`src/verilog/mioc_defines.vh`:
```
`ifndef MIOC_DEFINES_VH
`define MIOC_DEFINES_VH
// ----------------------------------------
// register offsets (byte addresses)
// ----------------------------------------
`define MIOC_OFF_SERIAL_IO 16'h0100
`define MIOC_OFF_INBAND 16'h0104
`define MIOC_OFF_INBAND_B1 16'h0105
`define MIOC_OFF_INBAND_B2 16'h0106
`define MIOC_OFF_INBAND_B3 16'h0107
// ----------------------------------------
// serial i/o control fields
// ----------------------------------------
`define MIOC_SIO_RESET 8'h42
`define MIOC_SIO_PREAMBLE_SUPP 2
`define MIOC_SIO_AUTO_EDGE 1
`define MIOC_SIO_MANUAL_EDGE 0
// ----------------------------------------
// in-band control fields
// ----------------------------------------
`define MIOC_IB_ENABLE 31
`define MIOC_IB_DA_MATCH 30
`define MIOC_IB_RESET 29
`define MIOC_IB_RESET_B3 5
`define MIOC_IB_PRIO_HI 23
`define MIOC_IB_PRIO_LO 22
`define MIOC_IB_PORT_HI 18
`define MIOC_IB_PORT_LO 16
`define MIOC_IB_TPID_HI 15
`define MIOC_IB_PRIO_RESET 2'h1
`define MIOC_IB_PORT_RESET 3'h0
`define MIOC_IB_TPID_RESET 16'h40FE
`define MIOC_IB_WMASK 32'hC0C7FFFF
`define MIOC_PORT_LAST 3'h2
// ----------------------------------------
// auto edge threshold
// ----------------------------------------
// a 25 MHz core cannot resolve sclk near 25 MHz, so a synchronised period at the
// two-cycle floor (count of 1 between rising edges) is taken as fast
`define MIOC_CORE_MHZ 25
`define MIOC_FAST_SCLK_MHZ 25
`define MIOC_FAST_COUNT_MAX 8'h01
`define MIOC_STATUS_MISMATCH 14
`endif

```
`src/verilog/mioc_sclk_rate.v`:
```
`include "mioc_defines.vh"
// ----------------------------------------
// measures serial clock period in core cycles
// ----------------------------------------
module mioc_sclk_rate (
   // clock and reset
   input wire i_clock,
   input wire i_rst,
   // synchronised serial clock
   input wire i_sclk_sync,
   // result
   output reg o_fast
);
   reg sclk_prev;
   reg [7:0] count;
   always @(posedge i_clock) begin
      if (i_rst) begin
         sclk_prev <= 1'h0;
         count <= 8'h00;
         o_fast <= 1'h0;
      end else begin
         sclk_prev <= i_sclk_sync;
         if (i_sclk_sync && !sclk_prev) begin
            // one rising edge per period; a count at the floor means sclk is at or above the threshold
            o_fast <= (count <= `MIOC_FAST_COUNT_MAX);
            count <= 8'h00;
         end else if (count != 8'hFF) begin
            count <= count + 8'h01;
         end
      end
   end
endmodule // mioc_sclk_rate

```
`src/verilog/mioc_regs.v`:
```
// Notes on behaviour
// - with preamble suppression clear the mdio slave needs a preamble, with it set it takes commands without one.
// - preamble suppression reaches only the mdio side and never the spi or i2c logic.
// - with auto edge on, spi read data launches on rising sclk at or above about 25 MHz, else on falling; the code picks rising at a two-cycle sclk period.
// - auto edge select resets to 1 and while set the manual edge bit is ignored.
// - with auto off, the manual edge bit (reset 0) picks falling for 0 and rising for 1.
// - in-band enable resets from the strap pin sampled at reset and is then written by software.
// - with in-band enable and address match both on, in-band frames for another destination mac are dropped.
// - writing 1 to the in-band reset bit restarts the in-band engine and the bit clears itself.
// - the two-bit response priority field, reset 01, selects the response transmit queue.
// - the port select field, reset 000, picks port 1, 2 or 3 with the other codes reserved.
// - the sixteen-bit field, reset 0x40FE, holds the ethertype that marks in-band frames.
// - an address mismatch with checking on sets the mismatch error flag, bit 14 of in-band status.
`include "mioc_defines.vh"
module mioc_regs (
   // clock and reset
   input wire i_clock,
   input wire i_rst,
   // register access from the management port logic
   input wire [15:0] i_addr,
   input wire i_wr,
   input wire i_rd,
   input wire [7:0] i_wdata,
   output reg [7:0] o_rdata,
   // strap and serial clock pins
   input wire i_inband_enable_strap_pin,
   input wire i_sclk,
   // in-band frame check
   input wire i_frame_valid,
   input wire [47:0] i_frame_dest_mac,
   input wire [47:0] i_switch_mac,
   input wire i_status_clear,
   // controls out
   output reg o_mdio_preamble_suppress,
   output reg o_spi_read_data_out_rising,
   output reg o_inband_enable,
   output reg o_inband_frame_drop,
   output reg o_inband_engine_reset,
   output reg [1:0] o_inband_resp_prio,
   output reg [2:0] o_inband_port,
   output reg o_inband_port_valid,
   output reg [15:0] o_inband_tpid,
   output reg o_inband_mismatch_err
);
   // ----------------------------------------
   // pin synchronisers
   // ----------------------------------------
   reg strap_meta;
   reg strap_sync;
   reg sclk_meta;
   reg sclk_sync;
   reg strap_pending;
   always @(posedge i_clock) begin
      strap_meta <= i_inband_enable_strap_pin;
      strap_sync <= strap_meta;
      sclk_meta <= i_sclk;
      sclk_sync <= sclk_meta;
   end

   wire sclk_fast;
   mioc_sclk_rate u_rate (
      .i_clock(i_clock),
      .i_rst(i_rst),
      .i_sclk_sync(sclk_sync),
      .o_fast(sclk_fast)
   );

   // ----------------------------------------
   // register storage
   // ----------------------------------------
   reg [7:0] serial_io_control;
   reg [31:0] inband_mgmt_control;
   // reserved bits and the self-clearing bit are never stored, so they always read back as 0
   localparam [31:0] ib_write_mask = `MIOC_IB_WMASK;

   function is_wr;
      input [15:0] addr;
      input [15:0] off;
      input wr;
      begin
         is_wr = wr && (addr == off);
      end
   endfunction

   // a frame is turned away only while in-band access is on and the address check is asked for
   function da_reject;
      input valid;
      input enable;
      input match_en;
      input [47:0] dest;
      input [47:0] own;
      begin
         da_reject = valid && enable && match_en && (dest != own);
      end
   endfunction

   function port_code_ok;
      input [2:0] code;
      begin
         port_code_ok = (code <= `MIOC_PORT_LAST);
      end
   endfunction

   always @(posedge i_clock) begin
      if (i_rst) begin
         serial_io_control <= `MIOC_SIO_RESET;
         inband_mgmt_control <= {8'h00, `MIOC_IB_PRIO_RESET, 3'h0, `MIOC_IB_PORT_RESET,
            `MIOC_IB_TPID_RESET};
         strap_pending <= 1'h1;
      end else begin
         // strap is caught by a clocked load right after reset release
         // a byte-3 write in that same cycle comes later in this block and wins
         if (strap_pending) begin
            strap_pending <= 1'h0;
            inband_mgmt_control[`MIOC_IB_ENABLE] <= strap_sync;
         end
         if (is_wr(i_addr, `MIOC_OFF_SERIAL_IO, i_wr))
            serial_io_control <= i_wdata;
         // reset bit never stored: read as 0 at all times
         if (is_wr(i_addr, `MIOC_OFF_INBAND, i_wr))
            inband_mgmt_control[7:0] <= i_wdata;
         if (is_wr(i_addr, `MIOC_OFF_INBAND_B1, i_wr))
            inband_mgmt_control[15:8] <= i_wdata;
         if (is_wr(i_addr, `MIOC_OFF_INBAND_B2, i_wr))
            inband_mgmt_control[23:16] <= i_wdata & ib_write_mask[23:16];
         if (is_wr(i_addr, `MIOC_OFF_INBAND_B3, i_wr))
            inband_mgmt_control[31:24] <= i_wdata & ib_write_mask[31:24];
      end
   end

   // ----------------------------------------
   // derived controls
   // ----------------------------------------
   // sclk_fast is only a rate estimate; the manual bit is the way out for a host clock near the threshold
   wire edge_auto = serial_io_control[`MIOC_SIO_AUTO_EDGE];
   wire edge_manual = serial_io_control[`MIOC_SIO_MANUAL_EDGE];
   wire edge_rising = edge_auto ? sclk_fast : edge_manual;
   wire ib_enable = inband_mgmt_control[`MIOC_IB_ENABLE];
   wire ib_da_match = inband_mgmt_control[`MIOC_IB_DA_MATCH];
   wire frame_reject = da_reject(i_frame_valid, ib_enable, ib_da_match, i_frame_dest_mac, i_switch_mac);
   wire engine_restart = is_wr(i_addr, `MIOC_OFF_INBAND_B3, i_wr) && i_wdata[`MIOC_IB_RESET_B3];

   // ----------------------------------------
   // read data
   // ----------------------------------------
   // read data is held until the next read so a slow host can pick it up late
   always @(posedge i_clock) begin
      if (i_rst) begin
         o_rdata <= 8'h00;
      end else if (i_rd) begin
         case (i_addr)
            `MIOC_OFF_SERIAL_IO: o_rdata <= serial_io_control;
            `MIOC_OFF_INBAND: o_rdata <= inband_mgmt_control[7:0];
            `MIOC_OFF_INBAND_B1: o_rdata <= inband_mgmt_control[15:8];
            `MIOC_OFF_INBAND_B2: o_rdata <= inband_mgmt_control[23:16];
            `MIOC_OFF_INBAND_B3: o_rdata <= inband_mgmt_control[31:24];
            default: o_rdata <= 8'h00;
         endcase
      end
   end

   // ----------------------------------------
   // serial interface controls
   // ----------------------------------------
   always @(posedge i_clock) begin
      if (i_rst) begin
         o_mdio_preamble_suppress <= 1'h0;
         o_spi_read_data_out_rising <= 1'h0;
      end else begin
         // only the mdio slave sees this; spi and i2c paths take no input from it
         o_mdio_preamble_suppress <= serial_io_control[`MIOC_SIO_PREAMBLE_SUPP];
         o_spi_read_data_out_rising <= edge_rising;
      end
   end

   // ----------------------------------------
   // in-band configuration outputs
   // ----------------------------------------
   always @(posedge i_clock) begin
      if (i_rst) begin
         o_inband_enable <= 1'h0;
         o_inband_resp_prio <= `MIOC_IB_PRIO_RESET;
         o_inband_port <= `MIOC_IB_PORT_RESET;
         o_inband_port_valid <= 1'h1;
         o_inband_tpid <= `MIOC_IB_TPID_RESET;
      end else begin
         o_inband_enable <= ib_enable;
         o_inband_resp_prio <= inband_mgmt_control[`MIOC_IB_PRIO_HI:`MIOC_IB_PRIO_LO];
         o_inband_port <= inband_mgmt_control[`MIOC_IB_PORT_HI:`MIOC_IB_PORT_LO];
         // reserved codes pass through but are flagged, so the port mux can refuse them
         o_inband_port_valid <= port_code_ok(inband_mgmt_control[`MIOC_IB_PORT_HI:`MIOC_IB_PORT_LO]);
         o_inband_tpid <= inband_mgmt_control[`MIOC_IB_TPID_HI:0];
      end
   end

   // ----------------------------------------
   // engine restart pulse
   // ----------------------------------------
   // the bit is never stored, so the pulse cannot repeat and a read never sees it set
   always @(posedge i_clock) begin
      if (i_rst) begin
         o_inband_engine_reset <= 1'h0;
      end else begin
         o_inband_engine_reset <= engine_restart;
      end
   end

   // ----------------------------------------
   // destination check and mismatch flag
   // ----------------------------------------
   always @(posedge i_clock) begin
      if (i_rst) begin
         o_inband_frame_drop <= 1'h0;
         o_inband_mismatch_err <= 1'h0;
      end else begin
         o_inband_frame_drop <= frame_reject;
         // set wins over clear, so a mismatch in the clearing cycle is not lost
         if (frame_reject) begin
            o_inband_mismatch_err <= 1'h1;
         end else if (i_status_clear) begin
            o_inband_mismatch_err <= 1'h0;
         end
      end
   end
endmodule // mioc_regs

```
`config.mk`:
```
export PLATFORM = sky130hd
export DESIGN_NAME = mioc_regs
export DESIGN_NICKNAME = d
export VERILOG_FILES = /design/src/verilog/mioc_sclk_rate.v /design/src/verilog/mioc_regs.v
export VERILOG_INCLUDE_DIRS = /design/src /design/src/verilog
export SDC_FILE = /design/constraint.sdc
export NUM_CORES = 1
export LEC_CHECK = 0
export BUFFER_PORTS_ARGS = -buffer_cell sky130_fd_sc_hd__buf_2
export CAP_MARGIN = 20
export CORE_MARGIN = 4
export CORE_UTILIZATION = 50
export DETAILED_ROUTE_END_ITERATION = 6
export GPL_TIMING_DRIVEN = 1
export PLACE_DENSITY_LB_ADDON = 0.1
export SYNTH_ARGS = -nofsm -noshare
export SYNTH_HDL_FRONTEND = slang
export SYNTH_SLANG_ARGS = --single-unit
```
`constraint.sdc`:
```
create_clock -name i_clock -period 5.4 [get_ports i_clock]
set_input_delay 1.08 -clock i_clock [delete_from_list [all_inputs] [get_ports i_clock]]
set_output_delay 1.08 -clock i_clock [all_outputs]
set_load 0.005 [all_outputs]
```
==> metrics.txt, run 1 <==
Nets=between 600 and 700; Crit Path Max Fanout=11; global-route wire length before repair=14,400 um; crit path DAT=3120 ps; syn_nets=506; clock sink total=around 80; register area=approximately 0.0016 sq mm; Post-DP Area=0.00442 sq mm; post-CTS sizing=0; antenna-violating nets left=0; die width=92.3 um; io pins=164; max frequency=347 MHz; synthesized area per cell=9.48 sq um; Max VDD drop=163 uV; GRT overflow=0; cts hold-fix bufs=0; post-synthesis xor/xnor area fraction=0.123; Pint=0.922 mW; largest family of logic cells by synthesized area=simple AND/OR/NAND/NOR gates; setup bufs post-CTS=0; Critical Path RT=5640 ps; main area contributors after synthesis=dfxtp_1, xnor2_1, mux2i_1; switching power=0.287 mW; reg-to-reg endpoint=u_rate.count[5]$_SDFFE_PP0P_; flop2flop setup slack=between 3000 and 4000 ps; maxcap violations=0; Post-Route WL=8990 um; Clk network pwr share=0.387; Final Setup Violations=0; Hold Vio Cnt, Final=0; GRT Resource Usage Total=0.209; Post-Synth Adder-Cell Area=0.0106; gpl congestion=0.845; Skew-Pair Late Insertion Delay=350 ps; Final Cycle Share=0.533; Final min period=between 2000 and 3000 ps; Mapped Area=0.00356 sq mm; multiplexer area fraction after synthesis=0.0985; Starting Density=0.518; pre-CTS setup slack=2140 ps; Logic pwr share=0.106; Inst Count DP=620; Design Power=1.21 mW; dpl hpwl=6970 um; slowest stage delay, CP=580 ps; Layout area overhead=30.2%; DR pass1 iterations=4; Syn Inst Count=375; worst slew pin tran=approximately 620 ps; die area=0.00852 sq mm; Sum Neg Setup Slack=0 ps; CP startpoint kind=input port; Reg2Reg Depth=6; initial antenna violation count=0; hold path start=sclk_meta$_DFF_P_; worst r2r src=u_rate.count[0]$_SDFFE_PP0P_; final core occ=0.674; fin worst setup slack=2520 ps; Root Driver=clkbuf_8; unrepaired setup endpoints after global routing=no; vias in the first global route=about 3.1k; Max Buffers Root-to-Sink=2; CTS tree=done; H-tree levels=3; clock skew=14.7 ps; Pwr Density=261 mW/mm^2; final hold slack=between 300 and 400 ps; area of the multi-input gates=around 0.0018 sq mm; outcome=completed; CORE AREA=0.00687 sq mm; I/O Buffers=about 160; Hold Path Depth=0; switching share of power=0.238; Synth cell types=39; Setup CP Type=in2reg; Worst Hold Class=reg2reg; post-synthesis compound-gate area fraction=0.0728; area leader, netlist=dfxtp_1; simple-gate share of the synthesized area=0.200; crit path cell chain=buf_2, nor4_1, and4_1, and2_1, and4bb_1, mux2_4; Yosys reg bits=82; # DRC=0; sequential share of the synthesized area=0.462; Min-Delay Endpoint=sclk_sync$_DFF_P_; register clock-pin slew on the reported worst setup and hold paths=80 ps; fin area=around 0.0046 sq mm; Sequential Power Share=0.507; final cell count without fillers=636; vias per std cell=between 4 and 5; wire length per cell=14.1 um; FP Rows=30; Initial DRC Count=168; share of cells above drive strength 1=0.346; yosys warns=0; fill count=585; max-slew violation count=0; Yosys top cell area share=0.462; Crit-path slowest cell=and4bb_1; die height=92.3 um; largest net degree at the start of global routing=64; CTS Buf Count=9; vias=3,169; crit end category=flop; Leakage=about 2 nW; relative slew slack=0.586; total inserted antenna cells=0
[logic make-up (layout without fill, tap and decap cells)]
logic type	Yosys count	after routing
compound gates	42	42
xor+xnor	50	50
fa+ha+maj	3	3
buf+inv	25	190
flops	82	82
mux	32	32
simple gates	141	141
[layout make-up]
cell class              count  share of cell area
clock buffers              11              0.0327
inverters                  10             0.00811
clock inverters             5              0.0130
flip-flops and latches     82               0.355
repair buffers            164               0.178
well taps                  96              0.0259
multi-input cells         268               0.388
[per-layer routing]
metal,vias up,wire [um],part of all wire,global-route usage
met1,1432,3920,0.44,0.280
met2,118,4270,0.48,0.334
met4,0,131,0.015,0.0545
met5,-,0,0,0
li1,1606,-,-,-
met3,13,669,0.074,0.0569
[worst max-delay path: cells and delay by family]
family	cells	cell delay (ps)
and+or+nand+nor	4	1600
muxes	1	340
buffers and inverters	1	90
[cells in the final DEF, fill, tap and decap left out, drive strengths merged, types with 2 or more instances in the layout]
| master | n |
|---|---|
| nand2 | 22 |
| dfxtp | 82 |
| nor4 | 5 |
| o21ai | 12 |
| nor4b | 2 |
| nand3 | 18 |
| xnor2 | 49 |
| a211oi | 3 |
| ha | 3 |
| nand4 | 15 |
| nor2 | 44 |
| inv | 12 |
| a31oi | 6 |
| or2 | 4 |
| nor2b | 19 |
| and2 | 2 |
| and3 | 4 |
| nor3 | 3 |
| a22oi | 7 |
| buf | 164 |
| a21oi | 9 |
| clkbuf | 11 |
| mux4 | 2 |
| mux2i | 29 |
[Yosys cell counts]
| master | instances |
|---|---|
| nor2b_1 | 19 |
| o21a_1 | 1 |
| xnor2_1 | 49 |
| mux2_4 | 1 |
| a21oi_1 | 9 |
| and4_1 | 1 |
| buf_6 | 2 |
| ha_1 | 3 |
| buf_2 | 2 |
| o21ai_0 | 12 |
| or2_1 | 1 |
| a32o_1 | 1 |
| clkbuf_1 | 7 |
| nand2_1 | 22 |
| nor3b_1 | 1 |
| a211oi_1 | 3 |
| or2_2 | 3 |
| nand3_2 | 1 |
| o41ai_1 | 1 |
| a31oi_1 | 6 |
| and2_1 | 2 |
| nand3_1 | 17 |
| nor4_1 | 5 |
| a22oi_1 | 7 |
| inv_1 | 10 |
| a21o_1 | 1 |
| o211ai_1 | 1 |
| mux4_2 | 2 |
| dfxtp_1 | 82 |
| nand4_1 | 15 |
| buf_1 | 2 |
| and4bb_1 | 1 |
| nor3_1 | 3 |
| and3_1 | 4 |
| mux2i_1 | 29 |
| nor4b_1 | 2 |
| nor2_1 | 44 |
| xor2_1 | 1 |
| buf_4 | 2 |
[sequential cells by signal, indices dropped and copies added (netlist names), 2 cells and up]
| register | count |
|---|---|
| inband_mgmt_control | 23 |
| o_inband_port | 3 |
| o_inband_resp_prio | 2 |
| o_inband_tpid | 16 |
| o_rdata | 8 |
| serial_io_control | 8 |
| u_rate.count | 8 |
[worst max-delay path by stage]
| stage | cells after the start | from | slack (ps) | endpoint |
|---|---|---|---|---|
| 5_1_grt | 6 | i_addr[11] | 2270 | inband_mgmt_control[0]$_SDFFE_PP0P_ |
| 3_5_place_dp | 6 | i_addr[3] | 2140 | inband_mgmt_control[0]$_SDFFE_PP0P_ |
| 6_report | 6 | i_addr[3] | 2520 | inband_mgmt_control[0]$_SDFFE_PP0P_ |
| 2_1_floorplan | 7 | i_addr[11] | 2860 | inband_mgmt_control[0]$_SDFFE_PP0P_ |
| 4_1_cts | 6 | i_addr[3] | 2520 | inband_mgmt_control[0]$_SDFFE_PP0P_ |
| 3_3_place_gp | 6 | i_addr[11] | 2180 | inband_mgmt_control[0]$_SDFFE_PP0P_ |
[power by group through the flow]
stage          logic, mW  registers (mW)  clock network [mW]
6_report           0.128           0.613               0.468
5_1_grt            0.141           0.614               0.500
4_1_cts            0.129           0.613               0.471
3_5_place_dp       0.128           0.628                   0
3_3_place_gp       0.125           0.627                   0
2_1_floorplan     0.0614           0.627                   0
No activity file was read; power rests on OpenSTA's default activity.
==> run 2: changes to the inputs <==
--- a/config.mk
+++ b/config.mk
@@ -9,7 +9,7 @@
 export BUFFER_PORTS_ARGS = -buffer_cell sky130_fd_sc_hd__buf_2
 export CAP_MARGIN = 20
 export CORE_MARGIN = 4
-export CORE_UTILIZATION = 50
+export CORE_UTILIZATION = 47
 export DETAILED_ROUTE_END_ITERATION = 6
 export GPL_TIMING_DRIVEN = 1
 export PLACE_DENSITY_LB_ADDON = 0.1
==> constraint.sdc (replaced) <==
create_clock -name i_clock -period 2.66 [get_ports i_clock]
set_input_delay 0.532 -clock i_clock [delete_from_list [all_inputs] [get_ports i_clock]]
set_output_delay 0.532 -clock i_clock [all_outputs]
set_load 0.005 [all_outputs]
==> run 2 against run 1 <==
Worst hold slack got worse by 45 ps; wire length rose by 1.4%; first-iteration DRC count fell by 23%; sequential power rose by 100%; clock-buffer cell count fell by 2; critical path type unchanged; largest cell class unchanged.
==> metrics.txt, run 2 (synthesis gave the netlist of run 1 again) <==
outcome=completed; fin area=0.00465 sq mm (+0.35%); share of cells above drive strength 1=0.348 (+0.00121); post-CTS sizing=0 (unchanged); biggest registers after layout=inband_mgmt_control (23), o_inband_tpid (16); vias=3,223 (+1.7%); FP Rows=31 (+3.3%); Worst Hold Class=in2reg; Nets=670 (+0.60%); crit path DAT=2240 ps (-880 ps); Setup CP Type=in2reg; cts hold-fix bufs=0 (unchanged); relative slew slack=0.625 (+0.0390); Final Cycle Share=0.745; io pins=164 (unchanged); antenna-violating nets left=0 (unchanged); CTS tree=done; GRT Resource Usage Total=0.205 (-0.00414); GRT overflow=0 (unchanged); largest net degree at the start of global routing=31 (-52%); Skew-Pair Late Insertion Delay=350 ps (about the same); CP startpoint kind=input port; die width=95.0 um (+2.9%); Crit Path Max Fanout=10 (-1); I/O Buffers=163 (unchanged); Pwr Density=523 mW/mm^2 (+100%); maxcap violations=0 (unchanged); # DRC=0 (unchanged); dpl hpwl=7190 um (+3.2%); setup bufs post-CTS=0 (unchanged); Initial DRC Count=130 (-23%); Hold Vio Cnt, Final=0 (unchanged); H-tree levels=3 (unchanged); unrepaired setup endpoints after global routing=no; vias in the first global route=3,165 (+1.6%); Sum Neg Setup Slack=0 ps (unchanged); CTS Buf Count=9 (unchanged); die area=0.00902 sq mm (+5.8%); CORE AREA=0.00729 sq mm (+6.2%); DR pass1 iterations=4 (unchanged); die height=95.0 um (+2.9%); most frequent cells in the layout=buf_2, dfxtp_1, xnor2_1; clock skew=6.00 ps (-8.65 ps); Leakage=2.08 nW (+0.76%); Final min period=1980 ps; Post-Route WL=9110 um (+1.4%); Largest register FFs=23 (unchanged); largest reg by FF count=inband_mgmt_control; Final Setup Violations=0 (unchanged); max frequency=505 MHz; initial antenna violation count=0 (unchanged); most common cell after layout, fill and taps aside=buf_2; Critical Path RT=2920 ps (-2720 ps); fill count=692 (+18%); Starting Density=0.488 (-0.0300); global-route wire length before repair=14,400 um (about the same); crit end category=flop; Root Driver=clkbuf_8; Max VDD drop=242 uV (+48%); register clock-pin slew on the reported worst setup and hold paths=70 ps (about the same); total inserted antenna cells=0 (unchanged); Layout area overhead=30.6%; max-slew violation count=0 (unchanged); Max Buffers Root-to-Sink=2 (unchanged); clock sink total=82 (unchanged); wire length per cell=14.2 um (+0.72%); Post-DP Area=0.00445 sq mm (+0.76%); worst slew pin tran=563 ps (-58.5 ps); gpl congestion=0.860 (+1.8%); vias per std cell=5.04 (+1.1%)
[run 2: cell types whose count changed in the layout (fill, tap and decap cells not counted)]
| cell | delta |
|---|---|
| clkinv_2 | +1 |
| clkinvlp_4 | -1 |
| inv_6 | -2 |
| bufinv_16 | +1 |
| buf_4 | +4 |
| clkbuf_8 | -2 |
[run 2: final timing paths]
| kind | from | endpoint | slack, ps | cells after the start |
|---|---|---|---|---|
| worst max-delay path | i_addr[11] | o_rdata[7]$_SDFFE_PP0P_ | 680 | 7 |
| worst min-delay path | i_inband_enable_strap_pin | strap_meta$_DFF_P_ | 280 | 1 |
| worst max register to register | u_rate.count[0]$_SDFFE_PP0P_ | u_rate.count[5]$_SDFFE_PP0P_ | 1090 | 6 |
| worst min register to register | sclk_meta$_DFF_P_ | sclk_sync$_DFF_P_ | 330 | 0 |
[run 2: cell type report]
class,instances,area (sq um),area share
clock buffers,9,124,0.0267
clock inverters,4,70.1,0.0151
inverters,10,37.5,0.00808
multi-input cells,268,1800,0.386
flip-flops and latches,82,1640,0.353
well taps,99,124,0.0267
repair buffers,168,853,0.184
[run 2: report_power, final]
| part | switching, mW | internal, mW |
|---|---|---|
| logic | 0.117 | 0.143 |
| clock network | 0.415 | 0.510 |
| registers | 0.00663 | 1.24 |
| total | 0.538 | 1.89 |
[run 2: layer usage]
metal  routed length, um  GRT usage  up-vias
li1                    -          -     1614
met1                3630      0.243     1448
met2                4640      0.366      150
met3                 745     0.0582       11
met4                  90     0.0469        0
met5                   0          0        -
[run 2: per-stage QoR]
| step | instances | hold slack [ps] | total power, mW | utilization | setup WS (ps) |
|---|---|---|---|---|---|
| 2_1_floorplan | 375 | 310 | 1.40 | - | 666 |
| 6_report | 640 | 284 | 2.43 | 0.637 | 679 |
| 3_5_place_dp | 627 | 312 | 1.54 | 0.611 | 339 |
| 5_1_grt | 640 | 268 | 2.53 | 0.637 | 507 |
| 3_3_place_gp | 627 | 312 | 1.53 | 0.611 | 420 |
| 4_1_cts | 640 | 275 | 2.45 | 0.637 | 691 |
[run 2: worst max-delay path: stages]
cell      delay, ps
buf_2            90
nor4b_1         270
and4_1          400
and2_1          380
buf_4           220
a22oi_1          90
a211oi_1        250
